==> config.mk <==
export PLATFORM = sky130hd
export DESIGN_NAME = map_ie_decoder_flat
export DESIGN_NICKNAME = d
export VERILOG_FILES = /design/src/alloc_map_pkg.sv /design/src/alloc_map_if.sv /design/src/map_ie_decoder.sv /design/src/flat_wrapper.sv
export SDC_FILE = /design/constraint.sdc
export NUM_CORES = 1
export LEC_CHECK = 0
export ABC_AREA = 1
export ABC_CLOCK_PERIOD_IN_PS = 8100
export BUFFER_PORTS_ARGS = -buffer_cell sky130_fd_sc_hd__buf_2
export CORE_MARGIN = 2
export CORE_UTILIZATION = 50
export DETAILED_ROUTE_END_ITERATION = 12
export HOLD_SLACK_MARGIN = 0.15
export PLACE_DENSITY = 0.79
export SLEW_MARGIN = 20
export SYNTH_ARGS = -nofsm -noshare
export SYNTH_HDL_FRONTEND = slang
export SYNTH_SLANG_ARGS = --single-unit
==> constraint.sdc <==
create_clock -name sys_clk -period 8.1 [get_ports sys_clk]
set_clock_uncertainty 0.15 [all_clocks]
set_input_delay 0.81 -clock sys_clk [delete_from_list [all_inputs] [get_ports sys_clk]]
set_output_delay 0.81 -clock sys_clk [all_outputs]
set_load 0.01 [all_outputs]
==> src/alloc_map_pkg.sv <==
// Shared constants and types for the upstream allocation map link
package alloc_map_pkg;
	// ********************************************
	// Element layout
	// ********************************************
	localparam int SID_W = 14;
	localparam int IUC_W = 4;
	localparam int OFS_W = 14;
	localparam int IE_W = 32;
	localparam int SID_LSB = 18;
	localparam int IUC_LSB = 14;
	localparam int OFS_LSB = 0;
	localparam int TIME_W = 32;
	localparam int M_W = 5;
	localparam int LEN_W = 14;

	// ********************************************
	// Service identifier classes
	// ********************************************
	localparam logic [13:0] SID_BCAST = 14'h3fff;
	localparam logic [13:0] SID_MCAST_LO = 14'h2000;
	localparam logic [13:0] SID_UCAST_HI = 14'h1fff;
	localparam logic [13:0] SID_NONE = 14'h0000;

	// ********************************************
	// Interval type codes
	// ********************************************
	localparam logic [3:0] IUC_REQ = 4'h1;
	localparam logic [3:0] IUC_REQ_DATA = 4'h2;
	localparam logic [3:0] IUC_INIT_MAINT = 4'h3;
	localparam logic [3:0] IUC_STN_MAINT = 4'h4;
	localparam logic [3:0] IUC_SHORT = 4'h5;
	localparam logic [3:0] IUC_LONG = 4'h6;
	localparam logic [3:0] IUC_NULL = 4'h7;
	localparam logic [3:0] IUC_DATA_ACK = 4'h8;
	localparam logic [3:0] IUC_ADV_SHORT = 4'h9;
	localparam logic [3:0] IUC_ADV_LONG = 4'ha;
	localparam logic [3:0] IUC_ADV_UGS = 4'hb;
	localparam logic [3:0] IUC_EXPAND = 4'hf;

	typedef enum logic [1:0] {SID_CLS_NONE, SID_CLS_UCAST, SID_CLS_MCAST, SID_CLS_BCAST} sid_class_t;

	// Permitted frame formats, one bit each
	localparam int FMT_W = 4;
	localparam logic [3:0] FMT_NONE = 4'h0;
	localparam logic [3:0] FMT_REQ = 4'h1;
	localparam logic [3:0] FMT_DATA = 4'h2;
	localparam logic [3:0] FMT_RNG = 4'h4;
	localparam logic [3:0] FMT_INIT_RNG = 4'h8;
endpackage : alloc_map_pkg

==> src/alloc_map_if.sv <==
// Link carrying map elements from the headend scheduler to the modem
`timescale 1ns/100ps
`default_nettype none
interface alloc_map_if;
	logic map_start;
	logic [31:0] alloc_start;
	logic [31:0] ack_time;
	logic ie_valid;
	logic ie_ready;
	logic [31:0] ie_word;
	logic ie_last;

	modport headend (output map_start, output alloc_start, output ack_time, output ie_valid, input ie_ready,
		output ie_word, output ie_last);
	modport modem (input map_start, input alloc_start, input ack_time, input ie_valid, output ie_ready,
		input ie_word, input ie_last);
endinterface : alloc_map_if
`default_nettype wire

==> src/map_ie_decoder.sv <==
// Modem end: decodes map elements into intervals with permitted frame formats
//
// How it works
// - Split element into 14/4/14 bit fields
// - Length is next offset minus own
// - Classify identifier broadcast/multicast/unicast/null
// - Every defined type decoded and acted on
// - Request interval allows request frames only
// - Headend uses multicast ids in request/data
// - Request/data packets ask for acknowledgement
// - Initial maintenance allows ranging requests only
// - Headend unicast initial maintenance on advanced-only
// - Station maintenance allows ranging request only
// - Zero-length data grant means grant pending
// - Headend sizes long grants above short
// - Pending and acknowledge follow the null
// - Acknowledge accepted only when one was asked
// - Expansion type recognised separately
// - Legacy modem never uses advanced grants
// - Headend picks codes by identifier, mode
// - Headend avoids 5/6 for advanced modems on mixed channels with advanced codes defined
// - Unsolicited grant never sizes requests
// - Headend grants unsolicited to advanced only
// - Times use only lower 26-M bits
// - Burst launched ranging offset early
`timescale 1ns/100ps
`default_nettype none
module map_ie_decoder (
	input wire logic sys_clk,
	input wire logic rst_n,
	alloc_map_if.modem link,
	input wire logic [13:0] own_sid,
	input wire logic legacy_mode,
	input wire logic ack_wanted,
	input wire logic [4:0] time_m,
	input wire logic [13:0] ranging_offset,
	output logic ivl_valid,
	output logic [13:0] ivl_sid,
	output logic [3:0] ivl_iuc,
	output logic [1:0] ivl_class,
	output logic [31:0] ivl_start,
	output logic [31:0] ivl_launch,
	output logic [13:0] ivl_len,
	output logic [3:0] ivl_fmt,
	output logic ivl_for_me,
	output logic ivl_ack_req,
	output logic ivl_sizes_req,
	output logic grant_pending,
	output logic data_acked,
	output logic expansion_seen,
	output logic [31:0] eff_map_start,
	output logic [31:0] eff_ack_time
);
	// ********************************************
	// Element fields
	// ********************************************
	logic [13:0] in_sid;
	logic [3:0] in_iuc;
	logic [13:0] in_ofs;
	logic have_prev;
	logic past_null;
	logic [13:0] prev_sid;
	logic [3:0] prev_iuc;
	logic [13:0] prev_ofs;
	logic [31:0] map_base;
	logic [31:0] time_mask;
	// Stray elements between maps are dropped
	logic map_open;
	wire take = link.ie_valid & link.ie_ready & map_open;

	assign link.ie_ready = 1'b1;
	assign in_sid = link.ie_word[alloc_map_pkg::SID_LSB +: alloc_map_pkg::SID_W];
	assign in_iuc = link.ie_word[alloc_map_pkg::IUC_LSB +: alloc_map_pkg::IUC_W];
	assign in_ofs = link.ie_word[alloc_map_pkg::OFS_LSB +: alloc_map_pkg::OFS_W];

	// Keep the lower 26-M bits of map times
	assign time_mask = 32'h03ff_ffff >> time_m;

	// ********************************************
	// Classification of the pending element
	// ********************************************
	function automatic logic [1:0] sid_class(input logic [13:0] s);
		if (s == alloc_map_pkg::SID_BCAST)
			return alloc_map_pkg::SID_CLS_BCAST;
		else if (s >= alloc_map_pkg::SID_MCAST_LO)
			return alloc_map_pkg::SID_CLS_MCAST;
		else if (s != alloc_map_pkg::SID_NONE)
			return alloc_map_pkg::SID_CLS_UCAST;
		return alloc_map_pkg::SID_CLS_NONE;
	endfunction : sid_class

	wire [1:0] prev_cls = sid_class(prev_sid);
	wire prev_mine = (prev_sid == own_sid) || prev_cls == alloc_map_pkg::SID_CLS_BCAST
		|| prev_cls == alloc_map_pkg::SID_CLS_MCAST;
	wire [13:0] prev_len = in_ofs - prev_ofs;
	wire prev_is_grant = prev_iuc == alloc_map_pkg::IUC_SHORT || prev_iuc == alloc_map_pkg::IUC_LONG
		|| prev_iuc == alloc_map_pkg::IUC_ADV_SHORT || prev_iuc == alloc_map_pkg::IUC_ADV_LONG;
	wire prev_is_adv = prev_iuc == alloc_map_pkg::IUC_ADV_SHORT || prev_iuc == alloc_map_pkg::IUC_ADV_LONG
		|| prev_iuc == alloc_map_pkg::IUC_ADV_UGS;
	// Interval is closed by the next element, so emit the previous one now
	wire emit = take & have_prev & ~past_null;

	logic [3:0] prev_fmt;
	always_comb begin
		prev_fmt = alloc_map_pkg::FMT_NONE;
		unique case (prev_iuc)
			alloc_map_pkg::IUC_REQ: prev_fmt = alloc_map_pkg::FMT_REQ;
			alloc_map_pkg::IUC_REQ_DATA: prev_fmt = alloc_map_pkg::FMT_REQ | alloc_map_pkg::FMT_DATA;
			alloc_map_pkg::IUC_INIT_MAINT: prev_fmt = alloc_map_pkg::FMT_RNG | alloc_map_pkg::FMT_INIT_RNG;
			alloc_map_pkg::IUC_STN_MAINT: prev_fmt = alloc_map_pkg::FMT_RNG;
			alloc_map_pkg::IUC_SHORT, alloc_map_pkg::IUC_LONG, alloc_map_pkg::IUC_ADV_SHORT,
				alloc_map_pkg::IUC_ADV_LONG, alloc_map_pkg::IUC_ADV_UGS: begin
				prev_fmt = alloc_map_pkg::FMT_REQ | alloc_map_pkg::FMT_DATA;
			end
			default: prev_fmt = alloc_map_pkg::FMT_NONE;
		endcase
		// Zero length grant: nothing may be sent
		if (prev_is_grant && prev_len == 14'h0000)
			prev_fmt = alloc_map_pkg::FMT_NONE;
		// Legacy modems stay off advanced intervals
		if (legacy_mode && prev_is_adv)
			prev_fmt = alloc_map_pkg::FMT_NONE;
	end

	// Elements after the null: only pending grants and acknowledgements matter
	wire tail_hit = take & past_null & (in_sid == own_sid);
	wire tail_pend = tail_hit & (in_iuc == alloc_map_pkg::IUC_SHORT || in_iuc == alloc_map_pkg::IUC_LONG
		|| in_iuc == alloc_map_pkg::IUC_ADV_SHORT || in_iuc == alloc_map_pkg::IUC_ADV_LONG);
	// An acknowledgement not asked for is dropped
	wire tail_ack = tail_hit & (in_iuc == alloc_map_pkg::IUC_DATA_ACK) & ack_wanted;
	wire [31:0] start_abs = (map_base + {18'h00000, prev_ofs}) & time_mask;

	// ********************************************
	// Map walk state
	// ********************************************
	always_ff @(posedge sys_clk) begin
		if (!rst_n) begin
			map_open <= 1'b0;
			have_prev <= 1'b0;
			past_null <= 1'b0;
			prev_sid <= 14'h0000;
			prev_iuc <= 4'h0;
			prev_ofs <= 14'h0000;
			map_base <= 32'h0000_0000;
			eff_map_start <= 32'h0000_0000;
			eff_ack_time <= 32'h0000_0000;
		end else begin
			if (link.map_start) begin
				have_prev <= 1'b0;
				past_null <= 1'b0;
				map_open <= 1'b1;
				map_base <= link.alloc_start;
				eff_map_start <= link.alloc_start & time_mask;
				eff_ack_time <= link.ack_time & time_mask;
			end else if (take) begin
				have_prev <= ~link.ie_last;
				map_open <= ~link.ie_last;
				if (in_iuc == alloc_map_pkg::IUC_NULL)
					past_null <= 1'b1;
				if (link.ie_last)
					past_null <= 1'b0;
				prev_sid <= in_sid;
				prev_iuc <= in_iuc;
				prev_ofs <= in_ofs;
			end
		end
	end

	// ********************************************
	// Interval output
	// ********************************************
	always_ff @(posedge sys_clk) begin
		if (!rst_n) begin
			ivl_valid <= 1'b0;
			ivl_sid <= 14'h0000;
			ivl_iuc <= 4'h0;
			ivl_class <= 2'b00;
			ivl_start <= 32'h0000_0000;
			ivl_launch <= 32'h0000_0000;
			ivl_len <= 14'h0000;
			ivl_fmt <= 4'h0;
			ivl_for_me <= 1'b0;
			ivl_ack_req <= 1'b0;
			ivl_sizes_req <= 1'b0;
			grant_pending <= 1'b0;
			data_acked <= 1'b0;
			expansion_seen <= 1'b0;
		end else begin
			ivl_valid <= emit;
			grant_pending <= tail_pend | (emit & prev_is_grant & prev_mine & prev_len == 14'h0000);
			data_acked <= tail_ack;
			expansion_seen <= emit & (prev_iuc == alloc_map_pkg::IUC_EXPAND);
			if (emit) begin
				ivl_sid <= prev_sid;
				ivl_iuc <= prev_iuc;
				ivl_class <= prev_cls;
				ivl_start <= start_abs;
				// Early launch so the burst lands in its slot
				ivl_launch <= (start_abs - {18'h00000, ranging_offset}) & time_mask;
				ivl_len <= prev_len;
				ivl_fmt <= prev_mine ? prev_fmt : alloc_map_pkg::FMT_NONE;
				ivl_for_me <= prev_mine;
				ivl_ack_req <= prev_iuc == alloc_map_pkg::IUC_REQ_DATA;
				// Unsolicited grant profile is never a sizing reference
				ivl_sizes_req <= prev_is_grant & ~legacy_mode;
			end
		end
	end
endmodule : map_ie_decoder
`default_nettype wire

==> src/flat_wrapper.sv <==
// flat-port wrapper written by rule: the top's interface ports become plain ports
module map_ie_decoder_flat 
  (sys_clk, rst_n, own_sid, legacy_mode, ack_wanted, time_m, ranging_offset, ivl_valid, ivl_sid, ivl_iuc, ivl_class, ivl_start, ivl_launch, ivl_len, ivl_fmt, ivl_for_me, ivl_ack_req, ivl_sizes_req, grant_pending, data_acked, expansion_seen, eff_map_start, eff_ack_time, link_map_start, link_alloc_start, link_ack_time, link_ie_valid, link_ie_ready, link_ie_word, link_ie_last);
  alloc_map_if link_i ();
  input wire logic sys_clk;
  input wire logic rst_n;
  input wire logic [13:0] own_sid;
  input wire logic legacy_mode;
  input wire logic ack_wanted;
  input wire logic [4:0] time_m;
  input wire logic [13:0] ranging_offset;
  output logic ivl_valid;
  output logic [13:0] ivl_sid;
  output logic [3:0] ivl_iuc;
  output logic [1:0] ivl_class;
  output logic [31:0] ivl_start;
  output logic [31:0] ivl_launch;
  output logic [13:0] ivl_len;
  output logic [3:0] ivl_fmt;
  output logic ivl_for_me;
  output logic ivl_ack_req;
  output logic ivl_sizes_req;
  output logic grant_pending;
  output logic data_acked;
  output logic expansion_seen;
  output logic [31:0] eff_map_start;
  output logic [31:0] eff_ack_time;
  input wire logic [$bits(link_i.map_start)-1:0] link_map_start;
  input wire logic [$bits(link_i.alloc_start)-1:0] link_alloc_start;
  input wire logic [$bits(link_i.ack_time)-1:0] link_ack_time;
  input wire logic [$bits(link_i.ie_valid)-1:0] link_ie_valid;
  output wire logic [$bits(link_i.ie_ready)-1:0] link_ie_ready;
  input wire logic [$bits(link_i.ie_word)-1:0] link_ie_word;
  input wire logic [$bits(link_i.ie_last)-1:0] link_ie_last;
  assign link_i.map_start = link_map_start;
  assign link_i.alloc_start = link_alloc_start;
  assign link_i.ack_time = link_ack_time;
  assign link_i.ie_valid = link_ie_valid;
  assign link_ie_ready = link_i.ie_ready;
  assign link_i.ie_word = link_ie_word;
  assign link_i.ie_last = link_ie_last;
  map_ie_decoder u_core (.sys_clk(sys_clk), .rst_n(rst_n), .link(link_i), .own_sid(own_sid), .legacy_mode(legacy_mode), .ack_wanted(ack_wanted), .time_m(time_m), .ranging_offset(ranging_offset), .ivl_valid(ivl_valid), .ivl_sid(ivl_sid), .ivl_iuc(ivl_iuc), .ivl_class(ivl_class), .ivl_start(ivl_start), .ivl_launch(ivl_launch), .ivl_len(ivl_len), .ivl_fmt(ivl_fmt), .ivl_for_me(ivl_for_me), .ivl_ack_req(ivl_ack_req), .ivl_sizes_req(ivl_sizes_req), .grant_pending(grant_pending), .data_acked(data_acked), .expansion_seen(expansion_seen), .eff_map_start(eff_map_start), .eff_ack_time(eff_ack_time));
endmodule
==> After elaboration in Yosys (flattened, before gate mapping) <==
Memory sizes are Yosys's and may differ from the RTL's. A register that Yosys moved wholly into a read port is not among the register bits.
Index checks and enable logic that the tools add are counted.
{ "op_classes": {"add_sub_neg": 3, "n_lt_le_gt_ge": 1, "eq_ne": 18, "shift": 1, "mux": 16, "n_bitwise": 23, "n_reduce_logical": 19} }
{ "op_table": {"columns": ["op", "count"], "rows": [
  ["$and A32 B32 Y32", 4],
  ["$add A32 B14 Y32", 1],
  ["$shr A26 B5 Y32 const A", 1],
  ["$sub A32 B14 Y32", 1],
  ["$eq A14 B14 Y1", 2],
  ["$eq A4 B4 Y1 const B", 7],
  ["$eq A4 B3 Y1 const B", 5],
  ["$mux W4", 5],
  ["$eq A14 B14 Y1 const B", 1],
  ["$ge A14 B14 Y1 const B", 1],
  ["$logic_not A14 Y1", 1],
  ["$reduce_bool A14 Y1", 1],
  ["$sub A14 B14 Y14", 1],
  ["$and A1 B1 Y1", 13],
  ["$logic_or A1 B1 Y1", 10],
  ["$mux W2", 4],
  ["$mux W1", 7],
  ["$not A1 Y1", 5],
  ["$eq A2 B2 Y1 const B", 2],
  ["$eq A4 B2 Y1 const B", 1],
  ["$reduce_and A2 Y1", 2],
  ["$reduce_bool A2 Y1", 2],
  ["$logic_and A1 B1 Y1", 2],
  ["$reduce_or A2 Y1", 1],
  ["$or A1 B1 Y1", 1]
]} }
{ "word_totals": {"register_bits": 240, "romBits": 64, "input_bits": 136, "n_memories": 1} }
{ "memory_table": {"columns": ["name", "depth", "word_bits", "rd", "rd_clocked_by_memory_dff", "wr", "line_no", "text"], "rows": [
  ["(name not given)", 16, 4, 1, 1, 0, "map_ie_decoder.sv:106", "unique case (prev_iuc)"]
]} }

==> Longest topological paths before layout <==
Gate-level depths: netlist of the first run.
{ "depth": {"depth_word": 11, "mapped_depth": 23, "ltp_nobuf": 23} }

==> Worst setup path before layout of the first run <==
No wires, ideal clock.
{ "synth_path": {"kind": "input to register", "start": "input port time_m[4]", "end": "register u_core.ivl_launch[22]", "t_arrival_ps": 3083, "setup_slack_ps": 4733, "cell_stages": 16, "n_path_buf": 1, "path_cell_list": "buf_2 clkinv_1 a21oi_1 a21oi_1 nand2_1 inv_1 ha_1 a21oi_1 a21boi_2 o21bai_1 a21oi_1 inv_1 nor3_4 nand3b_1 nand3_1 a21oi_1"} }
{ "synth_between": {"elab_chain_cells": 4} }
{ "synth_rtl": {"columns": ["element", "line_no", "text"], "rows": [
  ["start: declaration", "flat_wrapper.sv:10", "input wire logic [4:0] time_m;"],
  ["$shr A26 B5 Y32", "map_ie_decoder.sv:77", "assign time_mask = 32'h03ff_ffff >> time_m;"],
  ["$and A32 B32 Y32", "map_ie_decoder.sv:131", "wire [31:0] start_abs = (map_base + {18'h00000, prev_ofs}) & time_mask;"],
  ["net u_core.start_abs[5]", "map_ie_decoder.sv:131", null],
  ["$sub A32 B14 Y32", "map_ie_decoder.sv:199", "ivl_launch <= (start_abs - {18'h00000, ranging_offset}) & time_mask;"],
  ["$and A32 B32 Y32", "map_ie_decoder.sv:199", null],
  ["end signal: assignment", "map_ie_decoder.sv:199", null],
  ["end: declaration", "map_ie_decoder.sv:42", "output logic [31:0] ivl_launch,"]
]} }
The timed path passes the listed nets, and every way through them passes these cells.
A chain may end at the register's enable or synchronous reset.

==> Final worst setup path of the first run <==
Ends and elaborated chain as after synthesis.

==> flow_summary.json, run 1 <==
{
  "status": "complete, no violations",
  "seq_area_frac_synth_pct": 38.6,
  "die-area_um2": 23400,
  "slowest_delay_ns": 0.69,
  "p_leak_nw": 6.69,
  "dpl.cell_count": 2041,
  "min_period_ns": 4.04,
  "synth_flop_cell": "dfxtp_1",
  "start_util_pct": 50.9,
  "synth_seq_cells": 214,
  "htree_levels": 1,
  "ios": 310,
  "yosys-top-cells-area": "dfxtp_1 39%, nand2_1 12%, inv_1 5.9%, ha_1 5.1%, o21ai_0 4.8%",
  "synth_cell_types": 50,
  "nets": 1970,
  "timing.critical_path.mode_cell": "a21oi_1",
  "fmax_mhz": 248,
  "firstDrtPassIters": 5,
  "vdd_drop_max_uv": 164,
  "whs_ns": 0.303,
  "ys_top_cells_by_count": "366 x nand2_1, 214 x dfxtp_1, 176 x inv_1",
  "syn_inst": 1529,
  "post_cts_buffers": 0,
  "synthSimpleGateAreaFrac_pct": 25.4,
  "area_growth_pct": 20.7,
  "critPathKind": "in2reg",
  "antenna_found_initial": 2,
  "grt_max_degree": 73,
  "cp-end-kind": "register",
  "fin_cells": 2083,
  "critPathSlowestCell": "a21oi_1",
  "yosysWarnings": 0,
  "tightest_slew_ns": 0.849,
  "clk_pin_slew_ns": 0.06,
  "setup-violations-final": 0,
  "hpwl_um": 28500,
  "cts_tree": "yes",
  "setup_ws_ns": 4.06,
  "viasPerCell": 5.40,
  "cts_hold_repair.buffers": 0,
  "muxShareOfSynthArea_pct": 0,
  "yosys.area.top_type": "dfxtp_1",
  "post_drt_wl_per_cell_um": 17.3,
  "min_path_type": "reg2reg",
  "die_w_um": 153,
  "cp_data_required_time_ns": 8.39,
  "async_reset_ff_share_pct": 0,
  "synthAdderAreaFrac_pct": 5.61,
  "postRouteAntennaNets": 0,
  "diodes": 0,
  "finalMaxSlewViolations": 0,
  "cts_root_buf": "clkbuf_16",
  "grt_pass1_vias": 10535,
  "path_cells": "buf_2 -> clkinv_1 -> a21oi_1 -> a21oi_1 -> ha_1 -> a21oi_1 -> nand2_1 -> a21boi_2 -> o21bai_1 -> a21oi_1 -> inv_1 -> nor3_4 -> nand2_1 -> nand2_1 -> nand3_1 -> a21oi_1",
  "preCtsSetupSlack_ns": 3.63,
  "timing.final.crit_share_pct": 49.8,
  "synth_top_area_share_pct": 38.6,
  "grt_first_pass_wirelength_um": 55800,
  "cts_resized": 0,
  "drive_gt1_share_pct": 21.1,
  "drv_cap": 0,
  "core_area_um2": 21800,
  "synth_xor_area_share_pct": 4.26,
  "place.gp.congestion": 0.938,
  "drt_iter0_markers": 875,
  "rsz0062_at_grt": "false",
  "synth_top_family_by_area": "simple AND/OR/NAND/NOR gates",
  "io_buffers": 272,
  "num_vias": 11248,
  "path_max_fanout": 10,
  "synth_area_per_cell_um2": 7.26,
  "hold_viol": 0,
  "rows": 54,
  "syn_area_um2": 11100,
  "routed_wl_um": 36100,
  "clk_path_buf_depth": 3,
  "crit_arrival_ns": 4.33,
  "slew_headroom_pct": 42.8,
  "r2r_slack_ns": 4.25,
  "numCtsBuffers": 23,
  "numClockSinks": 214,
  "die_y_um": 153,
  "synth_compound_area_share_pct": 16.3,
  "drc": 0,
  "synth_edf_count": 0,
  "p_per_area_nw_per_um2": 193,
  "tns_ns": 0,
  "clk_latency_ns": 0.52,
  "start_kind": "primary input",
  "grt_use_total_pct": 29.8,
  "grt_overflow": 0,
  "yosysMostFrequentCell": "nand2_1"
}
[registers in the layout, summed over array words and instances, names as in the netlist, 2 cells and up, named ones only]
signal and cells:
u_core.eff_ack_time 26, u_core.eff_map_start 26, u_core.ivl_class 2, u_core.ivl_fmt 4, u_core.ivl_iuc 4, u_core.ivl_launch 26, u_core.ivl_len 14, u_core.ivl_sid 14
u_core.ivl_start 26, u_core.map_base 26, u_core.prev_iuc 4, u_core.prev_ofs 14, u_core.prev_sid 14
[per-layer routing]
metal | global-route usage, % | part of all wire [%]
met5 | 0 | 0.075
met4 | 11.1 | 3.9
met3 | 6.12 | 8.3
met2 | 51.9 | 48
met1 | 36.2 | 40
[through the flow]
stage | total power, mW | cell area, um2 | utilization (%)
after global routing | 2.68 | 13400 | 61.4
final | 2.59 | 13400 | 61.4
after CTS | 2.59 | 13400 | 61.4
after detailed placement | 1.50 | 12600 | 57.9
after global placement | 1.50 | 12600 | 57.9
after floorplan | 1.38 | 11200 | -
[final timing paths]
check	start	endpoint	depth (start not counted)
min	u_core.map_base[7]	u_core.map_base[7]	2
min reg2reg	u_core.map_base[7]	u_core.map_base[7]	2
max	time_m[4]	u_core.ivl_launch[22]	16
max reg2reg	u_core.prev_ofs[0]	u_core.ivl_launch[24]	21
[power breakdown]
part	internal, mW	total (mW)	switching (mW)
sequential	1.08	1.10	0.0233
clock	0.650	1.10	0.449
combinational	0.134	0.383	0.249
total	1.86	2.59	0.721
[logic make-up (layout without fill, tap and decap cells)]
kind of cell / after synthesis / in the layout
AOI/OAI and AO/OA: 290 / 290
DFF: 214 / 214
xor gates and xnor gates: 54 / 54
adders and majority gates: 48 / 48
buffers and inverters: 264 / 515
and+or+nand+nor: 657 / 657
other: 2 / 25
[cells in the final DEF (no fill, tap or decap), drive strengths merged, types with 15 or more instances in the layout]
| cell type | n |
|---|---|
| nand2 | 385 |
| nand4 | 21 |
| conb | 25 |
| o21ai | 109 |
| buf | 280 |
| xnor2 | 28 |
| nand3 | 70 |
| a21oi | 95 |
| ha | 45 |
| dfxtp | 214 |
| a32o | 48 |
| xor2 | 26 |
| clkbuf | 30 |
| nor2 | 146 |
| inv | 192 |
| nor3 | 15 |
[critical path: cells and delay by family]
kind | cells | cell delay, ns
buf+inv | 3 | 0.76
simple gates | 5 | 0.59
fa+ha+maj | 1 | 0.41
compound gates | 7 | 1.74
[layout make-up]
type | count | area [um2]
timing repair buffer | 280 | 1420
fill | 1998 | 8410
multi-input combinational | 1074 | 5850
clock buffer | 30 | 632
tap | 280 | 350
clock inverter | 12 | 151
sequential | 214 | 4280
inverter | 193 | 724
Power figures use the tool's default switching activity.
==> run 2: changes to the inputs <==
- ABC_CLOCK_PERIOD_IN_PS: 8100 -> 3850
- clock period: 8.1 -> 3.85 ns (I/O delays scaled with it)
==> run 2 against run 1 <==
Non-clock buffer count grew 114. Combinational power grew 140%. Sequential share of layout area shrank 2.5 points. Final area grew 8.5%. Core utilization rose by 5.2 points. Sequential cell count unchanged. Global-route usage up 2.2 points. Critical path depth grew 4. Register-to-register slack got worse by 4.0 ns. Sequential power grew 110%. Cell count up 5.4%. Largest cell class unchanged.
==> flow_summary.json, run 2 (same netlist as run 1, synthesis figures left out) <==
{
  "hold_viol": 0,
  "ios": 310,
  "slowest_delay_ns": 0.36,
  "firstDrtPassIters": 6,
  "place.gp.congestion": 0.995,
  "drt_iter0_markers": 1056,
  "postRouteAntennaNets": 0,
  "routed_wl_um": 38700,
  "min_path_type": "in2reg",
  "rr_endpoint": "u_core.ivl_launch[23]",
  "critPathKind": "reg2reg",
  "drv_cap": 0,
  "fin_cells": 2196,
  "grt_first_pass_wirelength_um": 60300,
  "tns_ns": 0,
  "crit_arrival_ns": 3.80,
  "r2r_slack_ns": 0.28,
  "htree_levels": 1,
  "slew_headroom_pct": 54.1,
  "area_growth_pct": 31.0,
  "critPathSlowestCell": "dfxtp_1",
  "antenna_found_initial": 1,
  "drive_gt1_share_pct": 21.4,
  "cts_tree": "yes",
  "grt_use_total_pct": 32.0,
  "grt_overflow": 0,
  "start_kind": "register",
  "status": "complete, no violations",
  "path_max_fanout": 6,
  "cp-end-kind": "register",
  "timing.critical_path.mode_cell": "nand2_1",
  "p_switching_mw": 1.55,
  "die-area_um2": 23400,
  "dpl.cell_count": 2058,
  "rr_startpoint": "u_core.prev_ofs[0]",
  "p_per_area_nw_per_um2": 379,
  "clk_path_buf_depth": 3,
  "numCtsBuffers": 23,
  "cp_data_required_time_ns": 4.08,
  "rows": 54,
  "core_area_um2": 21800,
  "die_w_um": 153,
  "sw_frac_of_total_pct": 28.0,
  "post_drt_wl_per_cell_um": 17.6,
  "fmax_mhz": 280,
  "cp_num_buf_inv": 2,
  "die_y_um": 153,
  "min_period_ns": 3.57,
  "layout_commonest_cell": "nand2_1",
  "numClockSinks": 214,
  "viasPerCell": 5.40,
  "setup-violations-final": 0,
  "cts_root_buf": "clkbuf_16",
  "drc": 0,
  "finalMaxSlewViolations": 0,
  "nets": 2084,
  "startpoint": "u_core.prev_ofs[0]",
  "start_util_pct": 50.9,
  "hpwl_um": 28800,
  "io_buffers": 272,
  "timing.final.crit_share_pct": 92.7,
  "endpoint": "u_core.ivl_launch[23]",
  "p_int_mw": 3.97,
  "crit_cells": 20,
  "grt_max_degree": 54,
  "power_frac_comb_pct": 16.6,
  "critPathTopFamily": "simple AND/OR/NAND/NOR gates",
  "path_cells": "ha_1 -> fa_2 -> nand3_1 -> nand3_1 -> inv_1 -> or2_2 -> a21oi_2 -> ha_1 -> a21oi_1 -> o21ai_0 -> o21ai_0 -> nand2_1 -> nand2_1 -> inv_1 -> nor2_2 -> nand2_1 -> nor2_1 -> nand2_1 -> nand3_1 -> a21oi_1",
  "rr_worst_depth": 20,
  "clk_pin_slew_ns": 0.06,
  "layout_common_cells": "365 x nand2_1, 272 x buf_2, 214 x dfxtp_1",
  "vdd_drop_max_uv": 362,
  "p_leak_nw": 7.18,
  "clk_latency_ns": 0.51,
  "clkPwrFrac_pct": 41.2,
  "grt_pass1_vias": 11597,
  "seqPwrFrac_pct": 42.2,
  "tightest_slew_ns": 0.687,
  "num_vias": 11864
}
-- run 2: cell count changes in the layout (fill, tap and decap cells not counted), moves of 2 or more --
cell,previous run,this run
clkinv_2,4,2
a21oi_1,92,89
clkbuf_8,3,5
a21oi_2,3,6
dlygate4sd3_1,0,94
buf_12,0,2
clkbuf_1,4,2
buf_4,8,26
-- run 2: power groups by stage --
stage          sequential, mW  clock, mW  combinational, mW
3_3_place_gp             2.37          0              0.801
3_5_place_dp             2.37          0              0.812
2_1_floorplan            2.37          0              0.528
4_1_cts                  2.32       2.29              0.889
6_report                 2.33       2.27              0.917
5_1_grt                  2.33       2.37               1.00
-- run 2: layer usage --
| layer | vias to the layer above | global-route usage (%) | wire length (um) |
|---|---|---|---|
| li1 | 5725 | - | - |
| met1 | 5455 | 37.8 | 15300 |
| met2 | 598 | 57.2 | 18600 |
| met3 | 86 | 6.24 | 3270 |
| met4 | 0 | 11.9 | 1580 |
| met5 | - | 0 | 0 |
-- run 2: area by class of cell --
cell class,instances,area [um2]
fillers,1820,7270
multi-input cells,1074,5880
flip-flops and latches,214,4280
repair buffers,394,2540
inverters,193,724
clock buffers,30,652
well taps,280,350
clock inverters,10,120
diodes,1,2.50
-- run 2: what timing repair did --
action	CTS	global route
buffers inserted	0	3
hold endpoints to repair	116	0
setup endpoints to repair	0	9
resized for setup	0	9
hold buffers	94	0
-- run 2: worst reg2reg max path, cell delays in order, from the launching register on --
cell	delay, ns
dfxtp_1	0.36
ha_1	0.23
fa_2	0.24
nand3_1	0.08
nand3_1	0.10
inv_1	0.06
or2_2	0.28
a21oi_2	0.24
ha_1	0.33
a21oi_1	0.19
o21ai_0	0.12
o21ai_0	0.18
nand2_1	0.11
nand2_1	0.07
inv_1	0.05
nor2_2	0.16
nand2_1	0.14
nor2_1	0.14
nand2_1	0.06
nand3_1	0.09
a21oi_1	0.06
-- run 2: how the worst min path moves through the flow --
stage,startpoint,cells after the start,endpoint
detailed placement,u_core.ivl_launch[0],2,u_core.ivl_launch[0]
floorplan,u_core.map_base[0],2,u_core.map_base[0]
finish,time_m[1],4,u_core.ivl_start[13]
CTS,time_m[1],4,u_core.ivl_start[13]
global route,link_map_start,3,u_core.map_open
global placement,u_core.ivl_launch[1],2,u_core.ivl_launch[1]
-- run 2: metrics by stage --
step           power (mW)  util, %  worst slack [ns]  instance area (um2)  hold slack (ns)
2_1_floorplan        2.90        -             0.711                11200            0.275
3_3_place_gp         3.17     58.6             0.255                12800            0.284
3_5_place_dp         3.18     58.6             0.235                12800            0.284
4_1_cts              5.50     66.4             0.218                14500            0.200
5_1_grt              5.71     66.7         -0.000456                14600            0.258
6_report             5.52     66.7             0.283                14600            0.216
==> run 3: changes to the inputs <==
- BUFFER_PORTS_ARGS: -buffer_cell sky130_fd_sc_hd__buf_2 -> -buffer_cell sky130_fd_sc_hd__buf_4
- SKIP_LAST_GASP: default -> 1
- TNS_END_PERCENT: default -> 1
==> run 3 against run 2 <==
Sequential power hardly changed. Global-route usage is 0.72 points higher. Clock-buffer cell count is 4 higher. Power is 3.2% higher. Wire length is 1.7% higher. Die area stayed put. Via count is 0.81% lower.
==> flow_summary.json, run 3 (same netlist as run 1, synthesis figures left out) <==
{
  "clk_path_buf_depth": 3,
  "ios": 310,
  "grt_max_degree": 64,
  "routed_wl_um": 39400,
  "vdd_drop_max_uv": 276,
  "p_leak_nw": 7.29,
  "layout_commonest_cell": "nand2_1",
  "cp-end-kind": "register",
  "start_util_pct": 50.9,
  "grt_use_met1_pct": 39.1,
  "grt_overflow": 0,
  "post_drt_wl_per_cell_um": 17.9,
  "grt_use_met3_pct": 6.61,
  "grt_use_total_pct": 32.7,
  "die_y_um": 153,
  "cp_data_required_time_ns": 4.14,
  "whs_path_depth": 3,
  "min_period_ns": 3.66,
  "final_area_um2": 15300,
  "preCtsSetupSlack_ns": 0.194,
  "total_power_mw": 5.69,
  "status": "complete, no violations",
  "numCtsBuffers": 24,
  "endpoint": "u_core.ivl_launch[24]",
  "crit_arrival_ns": 3.95,
  "num_vias": 11768,
  "die-area_um2": 23400,
  "finalMaxSlewViolations": 0,
  "rr_worst_depth": 21,
  "die_w_um": 153,
  "critPathKind": "reg2reg",
  "tightest_slew_ns": 0.912,
  "hpwl_um": 29400,
  "viasPerCell": 5.35,
  "drt_iter0_markers": 791,
  "drive_gt1_share_pct": 21.0,
  "path_max_fanout": 5,
  "firstDrtPassIters": 5,
  "grtUsageMet2_pct": 57.7,
  "core_area_um2": 21800,
  "clk_pin_slew_ns": 0.06,
  "rows": 54,
  "area_growth_pct": 37.4,
  "tns_ns": 0,
  "start_kind": "register",
  "place.gp.congestion": 0.992,
  "clk_latency_ns": 0.52,
  "timing.final.crit_share_pct": 95.0,
  "cts_tree": "yes",
  "r2r_slack_ns": 0.19,
  "layout_common_cells": "365 x nand2_1, 296 x buf_4, 214 x dfxtp_1",
  "setup_ws_ns": 0.191,
  "io_buffers": 272,
  "htree_levels": 1,
  "grt_first_pass_wirelength_um": 61700,
  "antenna_found_initial": 1,
  "drc": 0,
  "p_per_area_nw_per_um2": 373,
  "fmax_mhz": 273,
  "dpl-instance-area_um2": 13400,
  "slew_headroom_pct": 39.1,
  "numClockSinks": 214,
  "cts_root_buf": "clkbuf_16",
  "setup-violations-final": 0,
  "postRouteAntennaNets": 0,
  "rr_startpoint": "u_core.prev_ofs[0]",
  "nets": 2084,
  "rsz0062_at_grt": "true",
  "rr_endpoint": "u_core.ivl_launch[24]",
  "drv_cap": 0,
  "grt_pass1_vias": 11665,
  "min_path_type": "in2reg",
  "startpoint": "u_core.prev_ofs[0]",
  "fin_util_pct": 69.9,
  "top_usage_layer": "met2",
  "hold_viol": 0
}
-- run 3: changes by cell type in the layout (fill, tap and decap cells not counted), sizes merged --
cell         delta
buf             -3
bufinv          +1
clkbuf          +4
clkinv          -1
clkinvlp        +1
dlygate4sd3     +2
inv             -1
-- run 3: worst min-delay path by stage --
stage	from	endpoint	slack, ns
4_1_cts	link_ie_word[17]	u_core.prev_iuc[3]	0.15
3_5_place_dp	u_core.ivl_launch[0]	u_core.ivl_launch[0]	0.29
2_1_floorplan	u_core.map_base[0]	u_core.map_base[0]	0.28
5_1_grt	rst_n	u_core.prev_sid[13]	0.18
6_report	rst_n	u_core.prev_sid[13]	0.17
3_3_place_gp	u_core.map_base[0]	u_core.map_base[0]	0.29
-- run 3: worst max-delay path: stages, from the launching register on --
cell     delay [ns]
dfxtp_1        0.33
ha_1           0.23
fa_1           0.42
nand3_1        0.10
nand3_1        0.09
nand2_1        0.07
nand2_1        0.10
a21oi_1        0.14
inv_1          0.06
a21oi_1        0.30
ha_1           0.34
nand2_1        0.12
o21ai_0        0.11
a21oi_1        0.12
nand2_1        0.12
nand2_1        0.08
nand4_1        0.16
nor2_2         0.19
nand2_1        0.07
nand2_1        0.06
nand3_1        0.08
a21oi_2        0.12
-- run 3: metal layers --
layer / share of wire [%] / vias to the layer above
met5: 0 / -
met4: 3.9 / 0
met3: 8.1 / 86
met2: 48 / 530
met1: 40 / 5431
li1: - / 5721
-- run 3: final cells by class --
class / count / area [um2]
diodes: 1 / 2.50
clock buffers: 34 / 689
clock inverters: 10 / 140
fillers: 1733 / 6570
inverters: 193 / 724
multi-input cells: 1074 / 5860
flip-flops and latches: 214 / 4280
well taps: 280 / 350
repair buffers: 393 / 3200
-- run 3: timing repair --
action | CTS | global route
gates resized for setup | 0 | 5
setup endpoints to repair | 0 | 8
hold buffers | 96 | 0
setup buffers | 0 | 2
hold endpoints to repair | 117 | 0
-- run 3: power by group --
part | switching [mW] | internal [mW]
clock network | 0.945 | 1.45
registers | 0.0512 | 2.28
logic | 0.561 | 0.406
-- run 3: metrics by stage --
stage / hold WS (ns) / std cells
after global routing: 0.176 / 2199
after CTS: 0.151 / 2196
final: 0.170 / 2199
after global placement: 0.286 / 2056
after floorplan: 0.275 / 1552
after detailed placement: 0.293 / 2056
